## config.mk

```make
export PLATFORM = sky130hd
export DESIGN_NAME = srm_supply_rail_monitor
export DESIGN_NICKNAME = d
export VERILOG_FILES = /design/src/srm_pkg.sv /design/src/srm_supply_rail_monitor.sv
export SDC_FILE = /design/constraint.sdc
export NUM_CORES = 1
export LEC_CHECK = 0
export BUFFER_PORTS_ARGS = -buffer_cell sky130_fd_sc_hd__buf_2
export CAP_MARGIN = 20
export CORE_UTILIZATION = 60
export DETAILED_ROUTE_END_ITERATION = 8
export PLACE_DENSITY = 0.84
export SLEW_MARGIN = 20
export SYNTH_ARGS = -nofsm -noshare
export SYNTH_HDL_FRONTEND = slang
export SYNTH_SLANG_ARGS = --single-unit
```

## constraint.sdc

```tcl
create_clock -name core_clk -period 18.5 [get_ports core_clk]
set_input_delay 1.85 -clock core_clk [delete_from_list [all_inputs] [get_ports core_clk]]
set_output_delay 1.85 -clock core_clk [all_outputs]
set_load 0.01 [all_outputs]
```

## src/srm_pkg.sv

```systemverilog
// Operation
// - Pre-regulator low past deglitch time latches its undervoltage flag, bootstrap off.
// - Pre-regulator high past deglitch time latches its overvoltage flag.
// - Bootstrap is off while pre-regulator overvoltage persists past deglitch time.
// - Analog rail low past power-on-reset filter time triggers power-on reset.
// - Analog rail high past its filter time latches its overvoltage flag.
// - Communication rail low past its filter time latches its undervoltage flag.
// - Communication rail high past its filter time latches its overvoltage flag.
// - Reference rail low past its filter time latches its undervoltage flag.
// - Reference rail high past its filter time latches its overvoltage flag.
// - Digital rail low past power-on-reset filter time triggers power-on reset.
// - Digital rail high past its filter time latches its overvoltage flag.
// - Pre-regulator off in sleep, silent balancing and cyclic wakeup off phase.
// - Reference regulator off after reset, switched only by software configuration.
// - Bootstrap enabled automatically in normal mode.
// - Bootstrap alternates reload and boot phases, each of fixed length.
// - Pre-regulator soft start ramps over a bounded start-up time at power-up.
// - Analog rail overvoltage deglitch window is typically 20 microseconds.
`default_nettype none
package srm_pkg;
  localparam int CLK_MHZ = 100;
  localparam int DEGLITCH_US = 20;
  localparam int DEGLITCH_CYC = DEGLITCH_US * CLK_MHZ;
  localparam int POR_FILT_US = 20;
  localparam int POR_FILT_CYC = POR_FILT_US * CLK_MHZ;
  localparam int SOFT_START_MIN_US = 100;
  localparam int SOFT_START_MAX_US = 500;
  localparam int SOFT_START_US = 300;
  localparam int SOFT_START_CYC = SOFT_START_US * CLK_MHZ;
  localparam int RELOAD_US = 5;
  localparam int RELOAD_CYC = RELOAD_US * CLK_MHZ;
  localparam int BOOT_US = 5;
  localparam int BOOT_CYC = BOOT_US * CLK_MHZ;
  localparam int CNT_W = 16;
  // Register byte addresses
  localparam logic [3:0] ADDR_STATUS = 4'h0;
  localparam logic [3:0] ADDR_MASK = 4'h4;
  localparam logic [3:0] ADDR_CTRL = 4'h8;
  localparam logic [3:0] ADDR_STATE = 4'hC;
  // Fault flag bit positions
  localparam int FLG_PRE_UV = 0;
  localparam int FLG_PRE_OV = 1;
  localparam int FLG_ANA_OV = 2;
  localparam int FLG_COM_UV = 3;
  localparam int FLG_COM_OV = 4;
  localparam int FLG_REF_UV = 5;
  localparam int FLG_REF_OV = 6;
  localparam int FLG_DIG_OV = 7;
  localparam int NFLG = 8;
  localparam int CTRL_REF_EN = 0;
  localparam logic [7:0] MASK_RST = 8'h00;
  localparam logic [31:0] CTRL_RST = 32'h0000_0000;
  typedef enum logic [2:0] {
    SRM_MODE_NORMAL = 3'h0,
    SRM_MODE_SLEEP = 3'h1,
    SRM_MODE_SILENT_BAL = 3'h2,
    SRM_MODE_CYC_OFF = 3'h3,
    SRM_MODE_CYC_ON = 3'h4
  } srm_mode_e;
  typedef enum logic [2:0] {
    SRM_BS_OFF = 3'b001,
    SRM_BS_RELOAD = 3'b010,
    SRM_BS_BOOT = 3'b100
  } srm_bs_e;
  // Raw comparator outputs, one bit per threshold
  typedef struct packed {
    logic pre_uv;
    logic pre_ov;
    logic ana_uv;
    logic ana_ov;
    logic com_uv;
    logic com_ov;
    logic ref_uv;
    logic ref_ov;
    logic dig_uv;
    logic dig_ov;
  } srm_cmp_s;
  typedef struct packed {
    logic [3:0] address;
    logic read;
    logic write;
    logic [31:0] writedata;
  } srm_avl_req_s;
  typedef struct packed {
    logic [31:0] readdata;
    logic waitrequest;
  } srm_avl_rsp_s;
endpackage
`default_nettype wire

```

## src/srm_supply_rail_monitor.sv

```systemverilog
`default_nettype none
module srm_supply_rail_monitor #(
  parameter int DEGLITCH_CYCLES = srm_pkg::DEGLITCH_CYC,
  parameter int POR_CYCLES = srm_pkg::POR_FILT_CYC,
  parameter int SOFT_START_CYCLES = srm_pkg::SOFT_START_CYC,
  parameter int RELOAD_CYCLES = srm_pkg::RELOAD_CYC,
  parameter int BOOT_CYCLES = srm_pkg::BOOT_CYC
) (
  input wire logic core_clk,
  input wire logic sys_rst,
  input wire logic clk_en,
  input wire srm_pkg::srm_cmp_s cmp_raw,
  input wire srm_pkg::srm_mode_e op_mode,
  input wire srm_pkg::srm_avl_req_s avl_req,
  output srm_pkg::srm_avl_rsp_s avl_rsp,
  output logic irq,
  output logic por_req,
  output logic pre_reg_en,
  output logic [srm_pkg::CNT_W-1:0] pre_reg_ramp,
  output logic ref_reg_en,
  output logic bs_reload,
  output logic bs_boot
);
  import srm_pkg::*;

  localparam int NCMP = 10;
  localparam logic [CNT_W-1:0] DG_LIM = CNT_W'(DEGLITCH_CYCLES);
  localparam logic [CNT_W-1:0] POR_LIM = CNT_W'(POR_CYCLES);
  localparam logic [CNT_W-1:0] SS_LIM = CNT_W'(SOFT_START_CYCLES);
  localparam logic [CNT_W-1:0] RL_LIM = CNT_W'(RELOAD_CYCLES);
  localparam logic [CNT_W-1:0] BT_LIM = CNT_W'(BOOT_CYCLES);

  function automatic logic [CNT_W-1:0] sat_inc(input logic [CNT_W-1:0] v,
                                               input logic [CNT_W-1:0] lim);
    sat_inc = (v >= lim) ? v : v + 16'h0001;
  endfunction

  ////////////////////////////////////////////////////////////////////////////
  // Comparator synchronisers
  logic [NCMP-1:0] cmp_s1_reg;
  logic [NCMP-1:0] cmp_s2_reg;
  always_ff @(posedge core_clk or posedge sys_rst) begin
    if (sys_rst) begin
      cmp_s1_reg <= 10'h000;
      cmp_s2_reg <= 10'h000;
    end else if (clk_en) begin
      cmp_s1_reg <= cmp_raw;
      cmp_s2_reg <= cmp_s1_reg;
    end
  end

  ////////////////////////////////////////////////////////////////////////////
  // Deglitch timers, one per comparator; a timer counts only while its
  // comparator holds and fires once the count reaches its limit
  logic [CNT_W-1:0] dg_cnt_reg [NCMP];
  logic [NCMP-1:0] dg_fire;
  logic [CNT_W-1:0] dg_lim [NCMP];
  always_comb begin
    for (int i = 0; i < NCMP; i++) begin
      dg_lim[i] = DG_LIM;
    end
    dg_lim[7] = POR_LIM;
    dg_lim[1] = POR_LIM;
  end

  always_ff @(posedge core_clk or posedge sys_rst) begin
    if (sys_rst) begin
      for (int i = 0; i < NCMP; i++) begin
        dg_cnt_reg[i] <= 16'h0000;
      end
    end else if (clk_en) begin
      for (int i = 0; i < NCMP; i++) begin
        if (!cmp_s2_reg[i]) begin
          dg_cnt_reg[i] <= 16'h0000;
        end else begin
          dg_cnt_reg[i] <= sat_inc(dg_cnt_reg[i], dg_lim[i]);
        end
      end
    end
  end

  always_comb begin
    for (int i = 0; i < NCMP; i++) begin
      dg_fire[i] = cmp_s2_reg[i] && (dg_cnt_reg[i] >= dg_lim[i]);
    end
  end

  // Bit order of the packed struct: pre_uv is bit 9 down to dig_ov bit 0
  logic [NFLG-1:0] evt;
  always_comb begin
    evt = 8'h00;
    evt[FLG_PRE_UV] = dg_fire[9];
    evt[FLG_PRE_OV] = dg_fire[8];
    evt[FLG_ANA_OV] = dg_fire[6];
    evt[FLG_COM_UV] = dg_fire[5];
    evt[FLG_COM_OV] = dg_fire[4];
    evt[FLG_REF_UV] = dg_fire[3];
    evt[FLG_REF_OV] = dg_fire[2];
    evt[FLG_DIG_OV] = dg_fire[0];
  end

  // Reset request is a level while either low-side filter holds
  always_ff @(posedge core_clk or posedge sys_rst) begin
    if (sys_rst) begin
      por_req <= 1'b0;
    end else if (clk_en) begin
      por_req <= dg_fire[7] | dg_fire[1];
    end
  end

  ////////////////////////////////////////////////////////////////////////////
  // Avalon-MM slave: one wait state so every access completes on the
  // second edge; reads of the status register clear it there
  logic ack_reg;
  logic [NFLG-1:0] status_reg;
  logic [NFLG-1:0] mask_reg;
  logic [31:0] ctrl_reg;
  logic [31:0] rdata_reg;
  logic req_act;
  logic acc_done;
  assign req_act = avl_req.read | avl_req.write;
  assign acc_done = req_act & ack_reg;
  assign avl_rsp.waitrequest = req_act & ~ack_reg;
  assign avl_rsp.readdata = rdata_reg;

  always_ff @(posedge core_clk or posedge sys_rst) begin
    if (sys_rst) begin
      ack_reg <= 1'b0;
    end else if (clk_en) begin
      ack_reg <= req_act & ~ack_reg;
    end
  end

  function automatic logic [31:0] rd_mux(input logic [3:0] a, input logic [NFLG-1:0] st,
                                         input logic [NFLG-1:0] mk, input logic [31:0] ct,
                                         input logic [31:0] sv);
    case (a)
      ADDR_STATUS: rd_mux = {24'h000000, st};
      ADDR_MASK: rd_mux = {24'h000000, mk};
      ADDR_CTRL: rd_mux = ct;
      ADDR_STATE: rd_mux = sv;
      default: rd_mux = 32'h0000_0000;
    endcase
  endfunction

  logic [31:0] state_word;
  srm_bs_e bs_state_reg;
  logic ss_done;
  always_comb begin
    state_word = 32'h0000_0000;
    state_word[0] = por_req;
    state_word[1] = pre_reg_en;
    state_word[2] = ss_done;
    state_word[3] = ref_reg_en;
    state_word[6:4] = bs_state_reg;
  end

  always_ff @(posedge core_clk or posedge sys_rst) begin
    if (sys_rst) begin
      rdata_reg <= 32'h0000_0000;
    end else if (clk_en && avl_req.read && !ack_reg) begin
      rdata_reg <= rd_mux(avl_req.address, status_reg, mask_reg, ctrl_reg, state_word);
    end
  end

  always_ff @(posedge core_clk or posedge sys_rst) begin
    if (sys_rst) begin
      mask_reg <= MASK_RST;
      ctrl_reg <= CTRL_RST;
    end else if (clk_en && avl_req.write && acc_done) begin
      if (avl_req.address == ADDR_MASK) begin
        mask_reg <= avl_req.writedata[NFLG-1:0];
      end
      if (avl_req.address == ADDR_CTRL) begin
        ctrl_reg <= {31'h0000_0000, avl_req.writedata[CTRL_REF_EN]};
      end
    end
  end

  ////////////////////////////////////////////////////////////////////////////
  // Sticky fault flags: a new event wins over the read-clear
  logic st_clr;
  assign st_clr = acc_done & avl_req.read & (avl_req.address == ADDR_STATUS);
  always_ff @(posedge core_clk or posedge sys_rst) begin
    if (sys_rst) begin
      status_reg <= 8'h00;
    end else if (clk_en) begin
      status_reg <= (st_clr ? 8'h00 : status_reg) | evt;
    end
  end

  assign irq = |(status_reg & mask_reg);

  ////////////////////////////////////////////////////////////////////////////
  // Pre-regulator enable and soft start
  logic low_power;
  logic [CNT_W-1:0] ss_cnt_reg;
  always_comb begin
    case (op_mode)
      SRM_MODE_SLEEP, SRM_MODE_SILENT_BAL, SRM_MODE_CYC_OFF: low_power = 1'b1;
      default: low_power = 1'b0;
    endcase
  end

  always_ff @(posedge core_clk or posedge sys_rst) begin
    if (sys_rst) begin
      pre_reg_en <= 1'b0;
    end else if (clk_en) begin
      pre_reg_en <= ~low_power;
    end
  end

  // Ramp restarts every time the regulator is re-enabled
  always_ff @(posedge core_clk or posedge sys_rst) begin
    if (sys_rst) begin
      ss_cnt_reg <= 16'h0000;
    end else if (clk_en) begin
      if (!pre_reg_en) begin
        ss_cnt_reg <= 16'h0000;
      end else begin
        ss_cnt_reg <= sat_inc(ss_cnt_reg, SS_LIM);
      end
    end
  end
  assign ss_done = (ss_cnt_reg >= SS_LIM);
  assign pre_reg_ramp = ss_cnt_reg;

  ////////////////////////////////////////////////////////////////////////////
  // Reference regulator: software only
  always_ff @(posedge core_clk or posedge sys_rst) begin
    if (sys_rst) begin
      ref_reg_en <= 1'b0;
    end else if (clk_en) begin
      ref_reg_en <= ctrl_reg[CTRL_REF_EN];
    end
  end

  ////////////////////////////////////////////////////////////////////////////
  // Bootstrap two-phase pump; UV latch or live OV holds it off
  logic bs_allow;
  logic [CNT_W-1:0] bs_cnt_reg;
  assign bs_allow = (op_mode == SRM_MODE_NORMAL) & pre_reg_en & ss_done
                    & ~status_reg[FLG_PRE_UV]
                    & ~dg_fire[8];

  always_ff @(posedge core_clk or posedge sys_rst) begin
    if (sys_rst) begin
      bs_state_reg <= SRM_BS_OFF;
      bs_cnt_reg <= 16'h0000;
    end else if (clk_en) begin
      if (!bs_allow) begin
        bs_state_reg <= SRM_BS_OFF;
        bs_cnt_reg <= 16'h0000;
      end else begin
        case (bs_state_reg)
          SRM_BS_OFF: begin
            bs_state_reg <= SRM_BS_RELOAD;
            bs_cnt_reg <= 16'h0000;
          end
          SRM_BS_RELOAD: begin
            if (bs_cnt_reg >= RL_LIM - 16'h0001) begin
              bs_state_reg <= SRM_BS_BOOT;
              bs_cnt_reg <= 16'h0000;
            end else begin
              bs_cnt_reg <= bs_cnt_reg + 16'h0001;
            end
          end
          SRM_BS_BOOT: begin
            if (bs_cnt_reg >= BT_LIM - 16'h0001) begin
              bs_state_reg <= SRM_BS_RELOAD;
              bs_cnt_reg <= 16'h0000;
            end else begin
              bs_cnt_reg <= bs_cnt_reg + 16'h0001;
            end
          end
          default: begin
            bs_state_reg <= SRM_BS_OFF;
            bs_cnt_reg <= 16'h0000;
          end
        endcase
      end
    end
  end

  assign bs_reload = (bs_state_reg == SRM_BS_RELOAD);
  assign bs_boot = (bs_state_reg == SRM_BS_BOOT);
endmodule
`default_nettype wire

```

==> out/results.ini, run 1 <==
[status]
outcome = finished, final reports clean

[logic_synthesis]
ys_ff_latch = 244
syn-cell-area_mm2 = 0.0122
yosysWarnings = 0
synth-main-ff-cell = dfrtp_1
ys_seq_area_frac = 0.503
synth_edf_count = 0
synthCells = 1236
syn_avg_cell_area_um2 = 9.83
async_flop_share = 1.00
ys_types = 88

[floorplanning]
core_area_mm2 = 0.0197
pin_count = 109
rows = 51
die_h_um = 144
die_area_mm2 = 0.0208
die_w_um = 144
initial_core_util = 0.618

[finish]
final_core_util = 0.681
postLayoutCellArea_mm2 = 0.0134
syn_to_final_growth_pct = 10.1
largest_register_ffs = 160
layout_commonest_cell = dfrtp_1
drive_above_1_share = 0.109
final_cell_mix = dfrtp_1, nand2_1, nor2_1
final_nets = 1368

[cts]
post_cts.repair.setup_buffers = 0
hold_buffers = 0
cts_buffers = 25
clock-sinks = 244
cts_resized = 0
cts_htree_levels = 1
cts_buffer_depth = 3
cts_root_buf = clkbuf_16
cts_tree = yes
worstSkewPairLatency_ns = 0.53
path_clk_slew_ns = 0.06

[routing]
first_pass_iters = 4
drcViolationCount = 0
wl_per_cell_um = 16.0
wirelength_um = 25300
vias_per_cell = 6.04
ant_nets = 0
drtIter0Drc = 584
vias = 9501

[power_and_ir_drop]
vdd.ir_drop.worst_v = 0.0000658
cellPowerDensity_mw_per_mm2 = 89.9
leakage_nw = 6.10

[sta]
worstMarginPinSlew_ns = 0.923
slew_violations = 0
timing.hold.ws_ns = 0.475
slew_headroom = 0.384
timing.fmax_mhz = 237
finalSetupViolCount = 0
finalClockSkew_ns = 0.0124
tns_ns = 0
final_hold_viol_count = 0
finalCritPeriodShare = 0.228
rsz0062_at_grt = no
fin_crit_ns = 4.22

[place]
dpl_cell_area_mm2 = 0.0126
gp_congestion = 0.821
dp_hpwl_um = 16700
io_buffers = 60

[setup_path]
critPathRequiredTime_ns = 16.65
endpoint_kind = output pin
crit_type = in -> out
reg2reg_from = pre_reg_en
rr_endpoint = pre_reg_ramp[10]
r2r_setup_slack_ns = 16.01
reg2reg_depth = 5
start_kind = input pin
cp.arrival_ns = 2.37
crit_fanout = 3

[global_route]
grt_pass1_vias = 9111
grt_pass1_wl_um = 43100
grt_usage = 0.255
grt_antenna_before_repair = 2
grt_start_max_net_pins = 114
overflow = 0

[worst_hold_path]
hold_depth = 1
worstHoldEndpoint = dg_cnt_reg[91]
hold_class = reg -> reg
hp-start = dg_cnt_reg[91]

[job]
drv_cap = 0

metrics by stage:
| step | power, W | cells | worst slack (ns) |
|---|---|---|---|
| final | 0.00120 | 1574 | 14.28 |
| after CTS | 0.00121 | 1572 | 14.27 |
| after floorplan | 0.000677 | 1259 | 9.95 |
| after global routing | 0.00125 | 1573 | 14.25 |
| after detailed placement | 0.000709 | 1529 | 14.20 |
| after global placement | 0.000703 | 1529 | 14.26 |
routing by layer:
layer	vias up	share of wire	global-route usage
li1	4537	-	-
met3	55	0.044	0.0364
met4	0	0.029	0.0814
met5	-	0	0
met2	226	0.48	0.431
met1	4683	0.45	0.339
where the power goes:
part	leakage [nW]	total [W]	switching, W	internal, W
combinational	2.39	0.000106	0.0000676	0.0000380
clock	0.385	0.000502	0.000208	0.000294
sequential	3.33	0.000595	0.0000343	0.000561
total	6.10	0.00120	0.000309	0.000893
worst max path at each step:
stage           startpoint         endpoint  slack (ns)  depth (start not counted)
6_report       avl_req[32]       avl_rsp[0]       14.28                          4
5_1_grt        avl_req[33]       avl_rsp[0]       14.25                          4
4_1_cts        avl_req[33]       avl_rsp[0]       14.27                          4
3_5_place_dp        clk_en  dg_cnt_reg[136]       14.20                          5
3_3_place_gp        clk_en  dg_cnt_reg[136]       14.26                          5
2_1_floorplan      sys_rst          ack_reg        9.95                          1
cells in the mapped netlist (all sizes together), types with 5 or more instances:
cell	number	area (um^2)
a211oi	8	65.1
a21oi	48	240
a22o	11	96.3
a22oi	5	37.5
a31oi	15	93.8
and2	45	282
and3	27	169
and4	11	97.6
buf	32	229
clkbuf	26	108
dfrtp	243	6080
ha	23	288
inv	45	169
mux2	26	293
mux2i	9	90.1
nand2	143	537
nand2b	10	62.6
nand3	54	293
nand4	30	188
nor2	98	370
nor2b	11	68.8
nor3	17	85.1
nor4	10	62.6
o2111ai	12	129
o211a	5	50.1
o211ai	16	120
o21ai	83	430
o221ai	5	43.8
o31ai	16	120
or2	8	50.1
or3	23	144
or4	22	169
xnor2	15	131
xor2	21	184
worst max-delay path, cell delays in order:
cell and delay (ns):
buf_2 0.14, nor2_1 0.06, nor2_1 0.16, buf_2 0.17
area by class of cell:
type	instances	area, um^2
timing repair buffer	63	325
sequential	244	6110
clock buffer	32	662
tap	265	332
fill	1507	6270
multi-input combinational	911	5630
antenna	2	5.00
inverter	46	180
clock inverter	11	141
logic make-up after synthesis:
kind of cell               count (synthesis)  synth area share
and+or+nand+nor                          521             0.221
AOI/OAI and AO/OA                        271             0.152
DFF                                      244             0.503
buffers and inverters                    104            0.0419
xor gates and xnor gates                  36            0.0259
muxes                                     36            0.0334
adders and majority gates                 23            0.0237
other                                      1          0.000309
Power figures use the tool's default switching activity.
==> run 2: changes to the inputs <==
==> constraint.sdc (replaced) <==
create_clock -name core_clk -period 3.9 [get_ports core_clk]
set_input_delay 0.39 -clock core_clk [delete_from_list [all_inputs] [get_ports core_clk]]
set_output_delay 0.39 -clock core_clk [all_outputs]
set_load 0.01 [all_outputs]
==> out/results.ini, run 2 (same netlist as run 1, synthesis figures left out) <==
[global_route]
grt_pass1_wl_um = 43800
met2_usage = 0.430
grt_start_max_net_pins = 75
top_usage_layer = met2
use_met1 = 0.347
grt_usage = 0.258
overflow = 0
use_met3 = 0.0417
grt_pass1_vias = 9318
grt_antenna_before_repair = 4

[finish]
syn_to_final_growth_pct = 12.0
final_nets = 1376
layout_commonest_cell = dfrtp_1
n_fill_cell = 1468
largest_register_ffs = 160
final_core_util = 0.693
fin_cells = 1587
final_cell_mix = dfrtp_1, nand2_1, nor2_1
drive_above_1_share = 0.119

[power_and_ir_drop]
vdd.ir_drop.worst_v = 0.000372
power_w = 0.00601
leakage_nw = 6.23
cellPowerDensity_mw_per_mm2 = 441

[floorplanning]
pin_count = 109
core_area_mm2 = 0.0197
die_area_mm2 = 0.0208
die_h_um = 144
initial_core_util = 0.618
rows = 51
die_w_um = 144

[setup_path]
cp.arrival_ns = 2.78
r2r_setup_slack_ns = 1.51
endpoint_kind = register
crit_type = reg -> reg
critPathRequiredTime_ns = 4.28
start_kind = register
crit_fanout = 14

[status]
outcome = finished, final reports clean

[sta]
rsz0062_at_grt = no
fin_crit_ns = 2.39
tns_ns = 0
final_hold_viol_count = 0
finalClockSkew_ns = 0.00555
finalSetupViolCount = 0
slew_headroom = 0.409
timing.fmax_mhz = 418
worstMarginPinSlew_ns = 0.883
timing.hold.ws_ns = 0.0854
finalCritPeriodShare = 0.614
slew_violations = 0

[routing]
vias_per_cell = 6.05
vias = 9602
first_pass_iters = 5
wl_per_cell_um = 16.2
drcViolationCount = 0
ant_nets = 0
wirelength_um = 25700
drtIter0Drc = 579

[cts]
cts_resized = 0
clock-sinks = 244
cts_buffer_depth = 3
worstSkewPairLatency_ns = 0.53
cts_root_buf = clkbuf_16
path_clk_slew_ns = 0.06
cts_buffers = 26
cts_tree = yes
cts_htree_levels = 1

[place]
gp_congestion = 0.835
dp_hpwl_um = 17100
placed_cells = 1535
io_buffers = 60

[worst_hold_path]
hold_class = in -> reg

[job]
drv_cap = 0

run 2: cell types whose count changed in the layout (fill, tap and decap cells not counted), moves of 2 or more:
cell        before  now
clkbuf_8         1    8
clkbuf_1         6    2
buf_12           0    3
buf_4            4    7
clkinv_2         4    7
clkbuf_16       25   27
clkinvlp_4       3    1
run 2: layer usage:
| layer | up-vias | wire, um |
|---|---|---|
| met5 | - | 13 |
| met4 | 2 | 513 |
| met3 | 48 | 1380 |
| met2 | 261 | 12400 |
| met1 | 4734 | 11400 |
| li1 | 4557 | - |
run 2: cell type report:
type	count	area [um^2]	share of cell area
clock buffers	37	793	0.0583
diodes	3	7.51	0.000551
clock inverters	11	155	0.0114
inverters	46	176	0.0130
multi-input cells	911	5630	0.413
flip-flops and latches	244	6110	0.449
well taps	265	332	0.0244
repair buffers	70	418	0.0307
run 2: report_power, final:
part           internal, W  leakage, nW  switching, W
clock network      0.00167        0.477      0.000992
logic             0.000189         2.43      0.000329
registers          0.00266         3.33      0.000166
run 2: per-stage QoR:
| stage | setup WS (ns) | instance area, um^2 |
|---|---|---|
| floorplan | 0.307 | 12200 |
| finish | 1.51 | 13600 |
| global placement | 1.40 | 12600 |
| detailed placement | 1.38 | 12600 |
| global route | 1.36 | 13600 |
| CTS | 1.53 | 13600 |
run 2: critical path, cell delays in order (launching register included):
cell and delay [ns]:
dfrtp_1 0.45, a211oi_1 0.36, o31ai_1 0.13, a41oi_1 0.55, o31a_1 0.60, o22ai_1 0.16
run 2: worst paths after layout:
path,from,end,cells past startpoint
hold / removal,avl_req[7],mask_reg[7],2
min in group asynchronous,sys_rst,dg_cnt_reg[139],3
setup reg to reg,pre_reg_ramp[6],bs_state_reg[2],5
hold reg to reg,rdata_reg[7],rdata_reg[7],2
setup / recovery,pre_reg_ramp[6],bs_state_reg[2],5
max in group asynchronous,sys_rst,cmp_s1_reg[2],4
run 2: repair_timing:
item,CTS,global route
endpoints found under the hold margin,25,0
hold buffers,1,0
setup buffers,0,0
